===== config.mk =====
export PLATFORM = sky130hd
export DESIGN_NAME = mbw_slave
export DESIGN_NICKNAME = d
export VERILOG_FILES = /design/src/rtl/mbw_pkg.sv /design/src/rtl/mbw_slave.sv
export SDC_FILE = /design/constraint.sdc
export NUM_CORES = 1
export LEC_CHECK = 0
export CAP_MARGIN = 10
export CORE_MARGIN = 1
export CORE_UTILIZATION = 68
export DETAILED_ROUTE_END_ITERATION = 12
export DONT_BUFFER_PORTS = 1
export GPL_TIMING_DRIVEN = 0
export PLACE_DENSITY_LB_ADDON = 0.1
export SYNTH_ARGS = -nofsm -noshare
export SYNTH_HDL_FRONTEND = slang
export SYNTH_SLANG_ARGS = --single-unit

===== constraint.sdc =====
create_clock -name core_clk -period 12.05 [get_ports core_clk]
set_input_delay 0.6025 -clock core_clk [delete_from_list [all_inputs] [get_ports core_clk]]
set_output_delay 0.6025 -clock core_clk [all_outputs]
set_load 0.005 [all_outputs]

===== src/rtl/mbw_pkg.sv =====
package mbw_pkg;
	// Command and address plan
	localparam logic [7:0]  FUNC_WRITE    = 8'h06;   // Write one holding register
	localparam logic [7:0]  ADDR_GLOBAL   = 8'h00;   // Everyone listens
	localparam logic [7:0]  ADDR_IND_MAX  = 8'hf0;   // Last individual address (240)
	localparam logic [7:0]  ADDR_GRP_BASE = 8'hf1;   // First group address (241)
	localparam int          GRP_SHIFT     = 4;       // Sixteen units per group
	// Error checks
	localparam logic [15:0] CRC_INIT      = 16'hffff;
	localparam logic [15:0] CRC_POLY      = 16'ha001;
	localparam logic [3:0]  CRC_STEPS     = 4'h8;    // Shifts per byte
	localparam logic [7:0]  LRC_BASE      = 8'hff;
	// Character codes
	localparam logic [7:0]  CHR_COLON     = 8'h3a;
	localparam logic [7:0]  CHR_CR        = 8'h0d;
	localparam logic [7:0]  CHR_LF        = 8'h0a;
	localparam logic [7:0]  CHR_ZERO      = 8'h30;
	localparam logic [7:0]  CHR_NINE      = 8'h39;
	localparam logic [7:0]  CHR_A         = 8'h41;
	localparam logic [7:0]  CHR_F         = 8'h46;
	localparam logic [7:0]  CHR_A_OFS     = 8'h37;   // 'A' minus ten
	// Frame lengths in bytes, after hex pairing
	localparam logic [3:0]  LEN_BODY      = 4'h6;    // Address to data low
	localparam logic [3:0]  LEN_RTU       = 4'h8;    // Body plus CRC
	localparam logic [3:0]  LEN_ASC       = 4'h7;    // Body plus LRC
	// Reply lengths in characters
	localparam logic [4:0]  TX_LEN_RTU    = 5'h08;
	localparam logic [4:0]  TX_LEN_ASC    = 5'h11;   // Colon, 14 hex, CR, LF
	localparam logic [4:0]  TX_CR_IDX     = 5'h0f;
	localparam logic [4:0]  TX_LF_IDX     = 5'h10;
	// Receive buffer
	localparam int          FIFO_DEPTH    = 16;
	localparam int          FIFO_WIDTH    = 9;       // Byte plus frame end mark

	typedef enum logic [2:0] {ST_IDLE, ST_SHIFT, ST_CHECK, ST_WRITE, ST_TX} mbw_state_t;
endpackage : mbw_pkg


===== src/rtl/mbw_slave.sv =====
`timescale 1ns/100ps

// Receive buffer, power of two depth
module mbw_fifo #(
	parameter int WIDTH = 9,
	parameter int DEPTH = 16
) (
	input  wire logic             core_clk,
	input  wire logic             rstn,
	input  wire logic             in_valid,
	output logic                  in_ready,
	input  wire logic [WIDTH-1:0] in_data,
	output logic                  out_valid,
	input  wire logic             out_ready,
	output logic      [WIDTH-1:0] out_data
);
	localparam int AW = $clog2(DEPTH);
	if (DEPTH < 2 || (DEPTH & (DEPTH - 1)) != 0) begin : g_chk
		$error("mbw_fifo depth must be a power of two");
	end

	logic [WIDTH-1:0] mem [DEPTH];   // Storage
	logic [AW:0]      wp_r;          // Write pointer, wrap bit on top
	logic [AW:0]      rp_r;          // Read pointer

	// Full when pointers differ only in wrap bit
	assign in_ready  = !((wp_r[AW] != rp_r[AW]) && (wp_r[AW-1:0] == rp_r[AW-1:0]));
	assign out_valid = (wp_r != rp_r);
	assign out_data  = mem[rp_r[AW-1:0]];

	// Storage write, no reset needed
	always_ff @(posedge core_clk) begin
		if (in_valid && in_ready) begin
			mem[wp_r[AW-1:0]] <= in_data;
		end
	end

	// Pointers
	always_ff @(posedge core_clk or negedge rstn) begin
		if (!rstn) begin
			wp_r <= '0;
			rp_r <= '0;
		end else begin
			if (in_valid && in_ready) wp_r <= wp_r + 1'b1;
			if (out_valid && out_ready) rp_r <= rp_r + 1'b1;
		end
	end
endmodule : mbw_fifo

// How it works
// Function 06 writes value to addressed register
// Broadcast write hits same register everywhere
// LRC skips colon and CR/LF
// LRC sum eight bits, carry dropped
// LRC is FF minus sum plus one
// CRC register starts at FFFF
// Each byte XORed into CRC low byte
// Shift right, XOR A001 if LSB set
// Eight shift steps per byte
// Final CRC register is check value
// CRC sent low byte first
// Group address: act, no reply
// Global address 0: act, no reply
// Individual addresses 1 to 240
// Groups 241 to 255, sixteen each
// One global address besides groups
// ASCII byte as two hex chars, high first
// Accept RTU/CRC and ASCII/LRC frames
// Individual write echoed with fresh check
// Bad check or foreign address dropped silently
module mbw_slave
	import mbw_pkg::*;
(
	input  wire logic        core_clk,
	input  wire logic        rstn,
	input  wire logic        ascii_mode_pin,   // High selects ASCII framing
	input  wire logic [7:0]  own_addr_pin,     // Station address strap
	input  wire logic        rx_valid,
	output logic             rx_ready,
	input  wire logic [7:0]  rx_data,
	input  wire logic        rx_last,          // RTU frame end mark with last byte
	output logic             reg_wr,
	output logic      [15:0] reg_addr,
	output logic      [15:0] reg_data,
	output logic             frame_drop,
	output logic             tx_valid,
	input  wire logic        tx_ready,
	output logic      [7:0]  tx_data
);
	// Pin synchronisers
	logic        asc_s1, asc_r;
	logic [7:0]  own_s1, own_r;
	// Frame state
	mbw_state_t  state_r;
	logic [3:0]  step_r;        // CRC shift counter
	logic        end_r;         // Last RTU byte seen
	logic        hit_own_r;     // Addressed individually
	logic [15:0] crc_r, crc_keep_r;
	logic [7:0]  sum_r, sum_keep_r;
	logic [7:0]  buf_r [8];     // Received bytes
	logic [3:0]  cnt_r;         // Bytes received, saturating
	logic        bad_r;         // Non-hex character seen
	logic        in_frm_r;      // ASCII frame open
	logic        half_r;        // High nibble held
	logic [3:0]  hi_r;
	// Reply
	logic [4:0]  tx_idx_r;
	logic        tx_valid_r, reg_wr_r, drop_r;
	logic [7:0]  tx_data_r;
	logic [15:0] reg_addr_r, reg_data_r;

	// Buffer in the receive path; pops stall outside idle
	logic       f_valid, f_ready;
	logic [8:0] f_data;
	mbw_fifo #(.WIDTH(FIFO_WIDTH), .DEPTH(FIFO_DEPTH)) u_fifo (
		.core_clk  (core_clk),
		.rstn      (rstn),
		.in_valid  (rx_valid),
		.in_ready  (rx_ready),
		.in_data   ({rx_last, rx_data}),
		.out_valid (f_valid),
		.out_ready (f_ready),
		.out_data  (f_data)
	);
	assign f_ready = (state_r == ST_IDLE);

	// Two flops on every strap
	always_ff @(posedge core_clk or negedge rstn) begin
		if (!rstn) begin
			asc_s1 <= 1'b0;
			asc_r  <= 1'b0;
			own_s1 <= 8'h00;
			own_r  <= 8'h00;
		end else begin
			asc_s1 <= ascii_mode_pin;
			asc_r  <= asc_s1;
			own_s1 <= own_addr_pin;
			own_r  <= own_s1;
		end
	end

	// Byte decode
	logic       pop, is_hex, colon, asc_full, store_en, frm_clr, tx_adv;
	logic [7:0] b, store_byte, hex_off;
	logic [3:0] nib;
	assign pop      = f_valid && f_ready;
	assign b        = f_data[7:0];
	assign colon    = pop && asc_r && (b == CHR_COLON);
	assign is_hex   = (b >= CHR_ZERO && b <= CHR_NINE) || (b >= CHR_A && b <= CHR_F);
	assign hex_off  = (b <= CHR_NINE) ? (b - CHR_ZERO) : (b - CHR_A_OFS);
	assign nib      = hex_off[3:0];
	assign asc_full = pop && asc_r && in_frm_r && is_hex && half_r;
	assign store_en = (pop && !asc_r) || asc_full;
	assign store_byte = asc_r ? {hi_r, nib} : b;
	assign tx_adv   = !tx_valid_r || tx_ready;

	// Address match
	logic [7:0] own_m1, grp_sel;
	logic       own_ok, indiv, grp, glob, frm_ok;
	logic [4:0] tx_len;
	assign own_m1  = own_r - 8'h01;
	assign grp_sel = buf_r[0] - ADDR_GRP_BASE;
	assign own_ok  = (own_r != ADDR_GLOBAL) && (own_r <= ADDR_IND_MAX);
	assign indiv   = own_ok && (buf_r[0] == own_r);
	assign grp     = own_ok && (buf_r[0] >= ADDR_GRP_BASE) && (grp_sel == (own_m1 >> GRP_SHIFT));
	assign glob    = (buf_r[0] == ADDR_GLOBAL);
	// Length, check, function and address all good
	assign frm_ok  = (asc_r ? (cnt_r == LEN_ASC && sum_r == 8'h00) : (cnt_r == LEN_RTU && crc_r == 16'h0000))
		&& !bad_r && (buf_r[1] == FUNC_WRITE) && (indiv || grp || glob);
	assign tx_len  = asc_r ? TX_LEN_ASC : TX_LEN_RTU;
	// Frame context cleared on colon, drop, silent finish or reply done
	assign frm_clr = colon || (state_r == ST_CHECK && !frm_ok) || (state_r == ST_WRITE && !hit_own_r)
		|| (state_r == ST_TX && tx_adv && tx_idx_r == tx_len);

	// Sequencer
	always_ff @(posedge core_clk or negedge rstn) begin
		if (!rstn) begin
			state_r   <= ST_IDLE;
			step_r    <= 4'h0;
			end_r     <= 1'b0;
			hit_own_r <= 1'b0;
		end else begin
			case (state_r)
				ST_IDLE: begin
					step_r <= 4'h0;
					if (pop && !asc_r) begin
						end_r   <= f_data[8];
						state_r <= ST_SHIFT;
					end else if (pop && in_frm_r && b == CHR_LF) begin
						state_r <= ST_CHECK;
					end
				end
				ST_SHIFT: begin
					step_r <= step_r + 4'h1;
					if (step_r == CRC_STEPS - 4'h1) begin
						state_r <= end_r ? ST_CHECK : ST_IDLE;
					end
				end
				ST_CHECK: begin
					hit_own_r <= indiv;
					state_r   <= frm_ok ? ST_WRITE : ST_IDLE;
				end
				ST_WRITE: begin
					// Broadcasts act but stay silent
					state_r <= hit_own_r ? ST_TX : ST_IDLE;
				end
				ST_TX: begin
					if (tx_adv && tx_idx_r == tx_len) state_r <= ST_IDLE;
				end
				default: state_r <= ST_IDLE;
			endcase
		end
	end

	// CRC: preset, fold byte, eight shift steps
	always_ff @(posedge core_clk or negedge rstn) begin
		if (!rstn) begin
			crc_r      <= CRC_INIT;
			crc_keep_r <= CRC_INIT;
		end else begin
			if (frm_clr) begin
				crc_r <= CRC_INIT;
			end else if (pop && !asc_r) begin
				crc_r <= crc_r ^ {8'h00, b};
			end else if (state_r == ST_SHIFT) begin
				crc_r <= crc_r[0] ? ((crc_r >> 1) ^ CRC_POLY) : (crc_r >> 1);
			end
			// Snapshot after body: fresh check for the echo
			if (pop && !asc_r && cnt_r == LEN_BODY) crc_keep_r <= crc_r;
		end
	end

	// LRC sum and byte store; in ASCII framing colon, CR, LF never reach the sum
	always_ff @(posedge core_clk or negedge rstn) begin
		if (!rstn) begin
			sum_r      <= 8'h00;
			sum_keep_r <= 8'h00;
			cnt_r      <= 4'h0;
		end else if (frm_clr) begin
			sum_r <= 8'h00;
			cnt_r <= 4'h0;
		end else if (store_en) begin
			sum_r <= sum_r + store_byte;
			if (cnt_r != 4'hf) cnt_r <= cnt_r + 4'h1;
			if (cnt_r == LEN_BODY) sum_keep_r <= sum_r;
		end
	end

	// Byte buffer; overflow bytes only counted
	always_ff @(posedge core_clk) begin
		if (store_en && !cnt_r[3]) buf_r[cnt_r[2:0]] <= store_byte;
	end

	// ASCII character framing, high nibble first
	always_ff @(posedge core_clk or negedge rstn) begin
		if (!rstn) begin
			in_frm_r <= 1'b0;
			half_r   <= 1'b0;
			hi_r     <= 4'h0;
			bad_r    <= 1'b0;
		end else if (colon) begin
			in_frm_r <= 1'b1;
			half_r   <= 1'b0;
			bad_r    <= 1'b0;
		end else if (pop && asc_r && in_frm_r) begin
			if (b == CHR_LF) begin
				in_frm_r <= 1'b0;
			end else if (b == CHR_CR) begin
				half_r <= half_r;
			end else if (!is_hex) begin
				bad_r <= 1'b1;
			end else begin
				hi_r   <= nib;
				half_r <= !half_r;
			end
		end else if (frm_clr) begin
			bad_r <= 1'b0;
		end
	end

	// Register write strobe
	always_ff @(posedge core_clk or negedge rstn) begin
		if (!rstn) begin
			reg_wr_r   <= 1'b0;
			reg_addr_r <= 16'h0000;
			reg_data_r <= 16'h0000;
			drop_r     <= 1'b0;
		end else begin
			reg_wr_r <= (state_r == ST_WRITE);
			drop_r   <= (state_r == ST_CHECK) && !frm_ok;
			if (state_r == ST_WRITE) begin
				reg_addr_r <= {buf_r[2], buf_r[3]};
				reg_data_r <= {buf_r[4], buf_r[5]};
			end
		end
	end

	// Reply character select
	logic [7:0] lrc_tx, rb, tx_char, cval;
	logic [4:0] t5;
	logic [3:0] cn;
	logic [2:0] k;
	assign lrc_tx = (LRC_BASE - sum_keep_r) + 8'h01;
	always_comb begin
		t5   = tx_idx_r - 5'h01;
		k    = asc_r ? t5[3:1] : tx_idx_r[2:0];
		// Byte first, then its nibble: the nibble must see this cycle's byte
		case (k)
			3'h6:    rb = asc_r ? lrc_tx : crc_keep_r[7:0];
			3'h7:    rb = crc_keep_r[15:8];
			default: rb = buf_r[k];
		endcase
		cn   = t5[0] ? rb[3:0] : rb[7:4];
		cval = (cn < 4'ha) ? (CHR_ZERO + {4'h0, cn}) : (CHR_A_OFS + {4'h0, cn});
		if (!asc_r) tx_char = rb;
		else if (tx_idx_r == 5'h00) tx_char = CHR_COLON;
		else if (tx_idx_r == TX_CR_IDX) tx_char = CHR_CR;
		else if (tx_idx_r == TX_LF_IDX) tx_char = CHR_LF;
		else tx_char = cval;
	end

	// Reply stream, echo of the write
	always_ff @(posedge core_clk or negedge rstn) begin
		if (!rstn) begin
			tx_idx_r   <= 5'h00;
			tx_valid_r <= 1'b0;
			tx_data_r  <= 8'h00;
		end else if (state_r == ST_WRITE) begin
			tx_idx_r <= 5'h00;
		end else if (state_r == ST_TX && tx_adv) begin
			if (tx_idx_r == tx_len) begin
				tx_valid_r <= 1'b0;
			end else begin
				tx_data_r  <= tx_char;
				tx_valid_r <= 1'b1;
				tx_idx_r   <= tx_idx_r + 5'h01;
			end
		end
	end

	assign reg_wr     = reg_wr_r;
	assign reg_addr   = reg_addr_r;
	assign reg_data   = reg_data_r;
	assign frame_drop = drop_r;
	assign tx_valid   = tx_valid_r;
	assign tx_data    = tx_data_r;
endmodule : mbw_slave

# Word level (Yosys, flattened, before mapping)
# Memories as Yosys holds them, arrays and structs flattened. A register that Yosys moved wholly into a read port is not among the register bits.
# Cells that the tools add are included.
[word_totals]
reg_bits = 112
mem_bits_rw = 208
inputBits = 22
output_inout_bits = 44
word_cells = 216
mem_count = 2
[memory_table]
columns = ["name", "depth", "width", "read_ports", "rd_clocked_by_memory_dff", "wr", "line_no", "text"]
rows = [
  ["u_fifo.mem", 16, 9, 1, 0, 1, "mbw_slave.sv:22", "logic [WIDTH-1:0] mem [DEPTH];"],
  ["buf_r", 8, 8, 7, 4, 1, "mbw_slave.sv:100", "logic [7:0] buf_r [8];"],
]
[classes]
n_addsub = 15
n_lt_le_gt_ge = 7
n_eq_ne = 32
n_mux = 53
bitwise_logic = 8
reduce_logical = 75
[op_table]
columns = ["operator", "count"]
rows = [
  ["2-to-1 mux 16 bit", 4],
  ["2-to-1 mux 8 bit", 5],
  ["logical AND 1 bit", 29],
  ["2-to-1 mux 7 bit", 4],
  ["2-to-1 mux 1 bit", 20],
  ["2-to-1 mux 4 bit", 5],
  ["2-to-1 mux 5 bit", 4],
  ["2-to-1 mux 3 bit", 6],
  ["== test 8 x 4 -> 1 bit (second input constant)", 2],
  ["logical NOT 16 bit", 1],
  ["logical NOT 8 bit", 2],
  ["one-hot mux 8 bit (2 select lines)", 1],
  ["bitwise XOR 16 x 8 -> 16 bit", 1],
  ["adder 5 x 1 -> 5 bit (second input constant)", 3],
  ["one-hot mux 3 bit (5 select lines)", 1],
  ["adder 6 x 4 -> 7 bit (first input constant)", 2],
  ["nonzero test 2 bit", 7],
  ["== test 4 x 3 -> 1 bit (second input constant)", 3],
  ["logical NOT 1 bit", 12],
  ["!= test 3 bit (second input constant)", 4],
  ["!= test 2 bit (second input constant)", 5],
  ["AND reduction 2 bit", 5],
  ["== test 3 bit (second input constant)", 3],
  ["AND reduction 3 bit", 3],
  ["other kinds (40)", 58],
]

# Longest topological paths before layout
[depth]
word_depth = 15
mapped_depth = 22
depth_no_buf = 18

# Modules after synthesis
# From an unflattened synthesis, not the netlist that was laid out.
[unflattened]
cells_unflattened = 1189
hier_area_um2 = 15477.3
[modules_own_cells]
columns = ["module", "n_inst", "cells_each", "area_each_um2", "seq_area_each_um2"]
rows = [
  ["mbw_slave", 1, 886, 9262.6, 4834.6],
  ["mbw_fifo", 1, 303, 6214.7, 4574.4],
]

# Least setup slack after synthesis
# OpenSTA, ideal clock, no wires.
[synth_path]
path_kind = "register -> register"
startpoint = "reg u_fifo.rp_r[1]"
endpoint = "reg sum_r[7]"
setup_ns = 0.078
t_arrival_ns = 4.894
t_required_ns = 11.972
path_slack_ns = 7.078
path_stages_with_launch = 23
path_buffers = 4
synth_period_minus_slack_ns = 4.972
path_cell_list = "dfrtp_1 -> buf_6 -> buf_2 -> buf_2 -> mux4_2 -> mux2i_1 -> mux2i_1 -> inv_1 -> ha_1 -> o221ai_1 -> a32o_1 -> clkbuf_1 -> nand2_1 -> mux2_2 -> ha_1 -> a21o_1 -> a21oi_1 -> o21bai_1 -> a21oi_1 -> o21ai_0 -> xnor2_1 -> or3_1 -> a21oi_1"
[synth_between]
elab_cells_between_ends = 29
classes_between = "add/sub: 3; order compare: 4; eq/ne: 2; mux: 4; reduce/logical: 15; memory: 1"
[synth_rtl]
columns = ["element", "line_no", "text"]
rows = [
  ["start, declared", "mbw_slave.sv:24", "logic [AW:0] rp_r;"],
  ["start signal, assigned", "mbw_slave.sv:45", "if (out_valid && out_ready) rp_r <= rp_r + 1'b1;"],
  ["memory (16 x 9 bit) (*)", "n/a", ""],
  ["<= comparator 8 x 6 -> 1 bit, or another cell as far along", "mbw_slave.sv:150", "assign hex_off = (b <= CHR_NINE) ? (b - CHR_ZERO) : (b - CHR_A_OFS);"],
  ["2-to-1 mux 4 bit", "mbw_slave.sv:150", ""],
  ["2-to-1 mux 8 bit (*)", "mbw_slave.sv:154", "assign store_byte = asc_r ? {hi_r, nib} : b;"],
  ["net store_byte[1]", "mbw_slave.sv:144", "logic [7:0] b, store_byte, hex_off;"],
  ["adder 8 bit (*)", "mbw_slave.sv:243", "sum_r <= sum_r + store_byte;"],
  ["2-to-1 mux 8 bit (*)", "mbw_slave.sv:242", "end else if (store_en) begin"],
  ["2-to-1 mux 8 bit (*)", "mbw_slave.sv:239", "end else if (frm_clr) begin"],
  ["end signal, assigned", "mbw_slave.sv:243", ""],
  ["end, declared", "mbw_slave.sv:99", "logic [7:0] sum_r, sum_keep_r;"],
]
# The timed path passes the listed nets; every way through them passes the cells marked *. The select of a mux whose other input is x is not followed.
# A chain may end at the register's enable or synchronous reset.

# Final worst setup path
# Same ends and word-level chain as after synthesis.

==> results.ini <==
[outcome]
run_status = finished, violations left
failed_checks = DRC, hold timing

[timing]
timing.final.setup_violations = 0
relSlewSlack_pct = 9.76
whs_ps = -6.93
min_period_over_period_pct = 53.1
timing.final.hold_violations = 3
rsz_0062_raised_after_global_routing = false
fin_skew_ps = 24.8
achievable-frequency_ghz = 0.156
finalWorstPathRequiredPeriod_ps = 6400
worst_pin_slew_ps = 1340
final_critical_path_setup_slack_ps = 5650
maxSlewViolCount = 0
timing.setup.tns_ps = 0

[setup_path]
critPathCaptureType = register
cp_max_stage_cell = sky130_fd_sc_hd__xor2_1
most_repeated_library_cell_on_the_critical_path = sky130_fd_sc_hd__a21oi_1
timing.critical_path.cells = buf_6, buf_2, buf_2, mux4_2, mux2i_1, mux2i_1, inv_1, ha_1, o221ai_1, a32o_1, clkbuf_1, nand3_1, xor2_1, ha_1, a21oi_1, o21bai_1, a21oi_1, o21ai_0, xnor2_1, or3_1, a21oi_1
setup.worst_path.class = register to register
start_kind = register
crit_path_max_incr_delay_ps = 780
crit_arrival_ps = 6840
critical_path.max_fanout = 10
worst_ep_required_time_ps = 12490

[synth]
count_of_warnings_emitted_by_yosys = 0
post-synth-top-count-cell = sky130_fd_sc_hd__edfxtp_1
synth-edff-count = 192
ys_top_cells_by_count = sky130_fd_sc_hd__edfxtp_1, sky130_fd_sc_hd__nand2_1, sky130_fd_sc_hd__dfrtp_1, sky130_fd_sc_hd__nor2_1, sky130_fd_sc_hd__clkbuf_1
ys_seq_area_share_pct = 61.0
yosys.cell_types.count = 84
ys_seq_elements = 336
postSynthNetCount = 1261
post_synth.cell_area_avg_um2 = 12.8
synthCells = 1209
yosysTopAreaCellShare_pct = 37.4
yosysTopAreaCell = sky130_fd_sc_hd__edfxtp_1
synthesis.area_um2 = 15400
yosys_most_used_dff = sky130_fd_sc_hd__edfxtp_1
synth-async-reset-ratio_pct = 42.9
ys_top_cells_by_area = sky130_fd_sc_hd__edfxtp_1, sky130_fd_sc_hd__dfrtp_1, sky130_fd_sc_hd__mux4_2

[grt]
grt_pass1_wl_um = 60600
global_route.peak_usage_layer = met2
globalRoute.totalOverflow = 0
grt_pass1_vias = 10400
grt_use_met3_pct = 4.81
grt.met1_usage_pct = 43.1
grt_util_all_layers_pct = 34.9
antenna_found_initial = 0
grt_start_max_net_pins = 145
globalRouteMet2Util_pct = 60.0

[clock_network]
clk_pin_slew_worst_paths_ps = 60
clock_sinks = 336
clock_latency_on_the_worst_skew_pair_ps = 530
numCtsBuffers = 34
cts_root_buffer = sky130_fd_sc_hd__clkbuf_16
cts_tree = done
cts.path.max_buffers = 3
ctsHoldBuffers = 1
post-cts-setup-buffers = 0
cts-htree-levels = 2
post_cts_resize_count = 0

[pwr]
power.static_leakage_nw = 6.54
power_density_nw_per_um2 = 236
irDropWorstVdd_uv = 174

[placement]
placement.setup.worst_slack_ps = 5860
place.port_buffers = 0
detailed_place_hpwl_um = 26600
dpl.cell_count = 1496
gp_congestion = 0.960
post_dp_cell_area_um2 = 15900

[finish]
layout-drive-gt1-share_pct = 14.9
finish.cell_count_without_fillers = 1560
finish.net_count = 1308
area.growth.synth_to_final_pct = 9.93
nFillCells = 1307
register_area_um2 = 9410
number_of_antenna_diodes = 0
final_area_um2 = 17000
multiInputGateArea_um2 = 5690

[floorplanning]
fp.dieW_um = 153
floorplan.rows = 54
core_region_area_um2 = 22000
die_y_um = 153
start_util_pct = 70.1
design.die.area_um2 = 23300
ioPinCount = 66

[route]
totalWireLength_um = 40000
detail_route.wl_per_cell_um = 25.6
route.detailed.vias_per_inst = 6.71
detail-route-antenna-nets = 0
detailedRoute.firstIterationViolations = 810
drt-pass1-iter-count = 11
dr_total_vias = 10500
drcViolationCount = 9

[min_path]
hp-class = input pin to async pin

[job]
cap_viol_max_count = 0

-- registers in the layout, indices dropped and copies added, names as in the netlist, 3 cells and up --
name	cells
u_fifo.mem	144
buf_r	48
crc_keep_r	16
crc_r	16
reg_addr	16
reg_data	16
own_r	8
own_s1	8
sum_keep_r	8
sum_r	8
tx_data	8
tx_idx_r	5
u_fifo.rp_r	5
u_fifo.wp_r	5
cnt_r	4
hi_r	4
step_r	4
state_r	3
-- metrics by stage --
step / total power (W) / util (%)
floorplan: 0.00254 / -
global placement: 0.00288 / 71.7
detailed placement: 0.00293 / 72.1
CTS: 0.00398 / 76.9
global route: 0.00416 / 77.0
finish: 0.00400 / 77.0
-- worst max-delay path, delay by kind of cell, from the launching register on --
family,cells,cell delay (ps)
AOI/OAI and AO/OA,7,1300
xor gates and xnor gates,2,930
adders and majority gates,2,620
buffers and inverters,5,1270
DFF,1,530
muxes,3,1190
and+or+nand+nor,2,460
-- cells by family after synthesis --
logic type / after synthesis / synth area share, %
AND/OR/NAND/NOR: 397 / 12.2
flip-flops: 336 / 61.0
AO/OA/AOI/OAI: 200 / 8.90
multiplexers: 107 / 10.3
buffers and inverters: 92 / 2.40
XOR/XNOR: 47 / 2.67
adder cells (fa/ha/maj): 30 / 2.48
-- final cells by class --
class,instances,share of cell area [%]
clock inverters,18,0.929
clock buffers,42,5.19
plain buffers,65,1.59
flip-flops and latches,336,55.5
multi-input cells,781,33.5
well taps,280,2.06
repair buffers,11,0.656
inverters,27,0.597
-- worst paths after layout --
kind	from	endpoint	slack (ps)	cells past startpoint
max	u_fifo.rp_r[1]	sum_r[7]	5650	21
min	rstn	tx_data[3]	-7	1
max reg2reg	u_fifo.rp_r[1]	sum_r[7]	5650	21
min reg2reg	own_s1[6]	own_r[6]	350	0
max in group asynchronous	rstn	tx_valid	11390	1
min in group core_clk	own_addr_pin[2]	own_s1[2]	100	0
-- per-layer routing --
layer | vias up | routed length, um | share of wire, %
li1 | 4611 | - | -
met3 | 130 | 2980 | 7.4
met2 | 567 | 20300 | 51
met4 | 0 | 2080 | 5.2
met5 | - | 0 | 0
met1 | 5162 | 14600 | 37
-- cells in the final DEF (no fill, tap or decap), types with 32 or more instances in the layout --
cell,instances
sky130_fd_sc_hd__edfxtp_1,192
sky130_fd_sc_hd__clkbuf_16,34
sky130_fd_sc_hd__nand3_1,35
sky130_fd_sc_hd__dfrtp_1,112
sky130_fd_sc_hd__mux4_2,38
sky130_fd_sc_hd__clkbuf_1,52
sky130_fd_sc_hd__nand2_1,167
sky130_fd_sc_hd__mux2_2,33
sky130_fd_sc_hd__a21oi_1,40
sky130_fd_sc_hd__nor2_1,70
sky130_fd_sc_hd__dfstp_2,32
sky130_fd_sc_hd__o21ai_0,43
-- report_power, final --
part / switching (W) / total (W) / internal, W
Combinational: 0.000864 / 0.00136 / 0.000501
Sequential: 0.000147 / 0.00163 / 0.00148
Clock: 0.000445 / 0.00101 / 0.000567
Total: 0.00146 / 0.00400 / 0.00255
No activity file was read; power rests on OpenSTA's default activity.
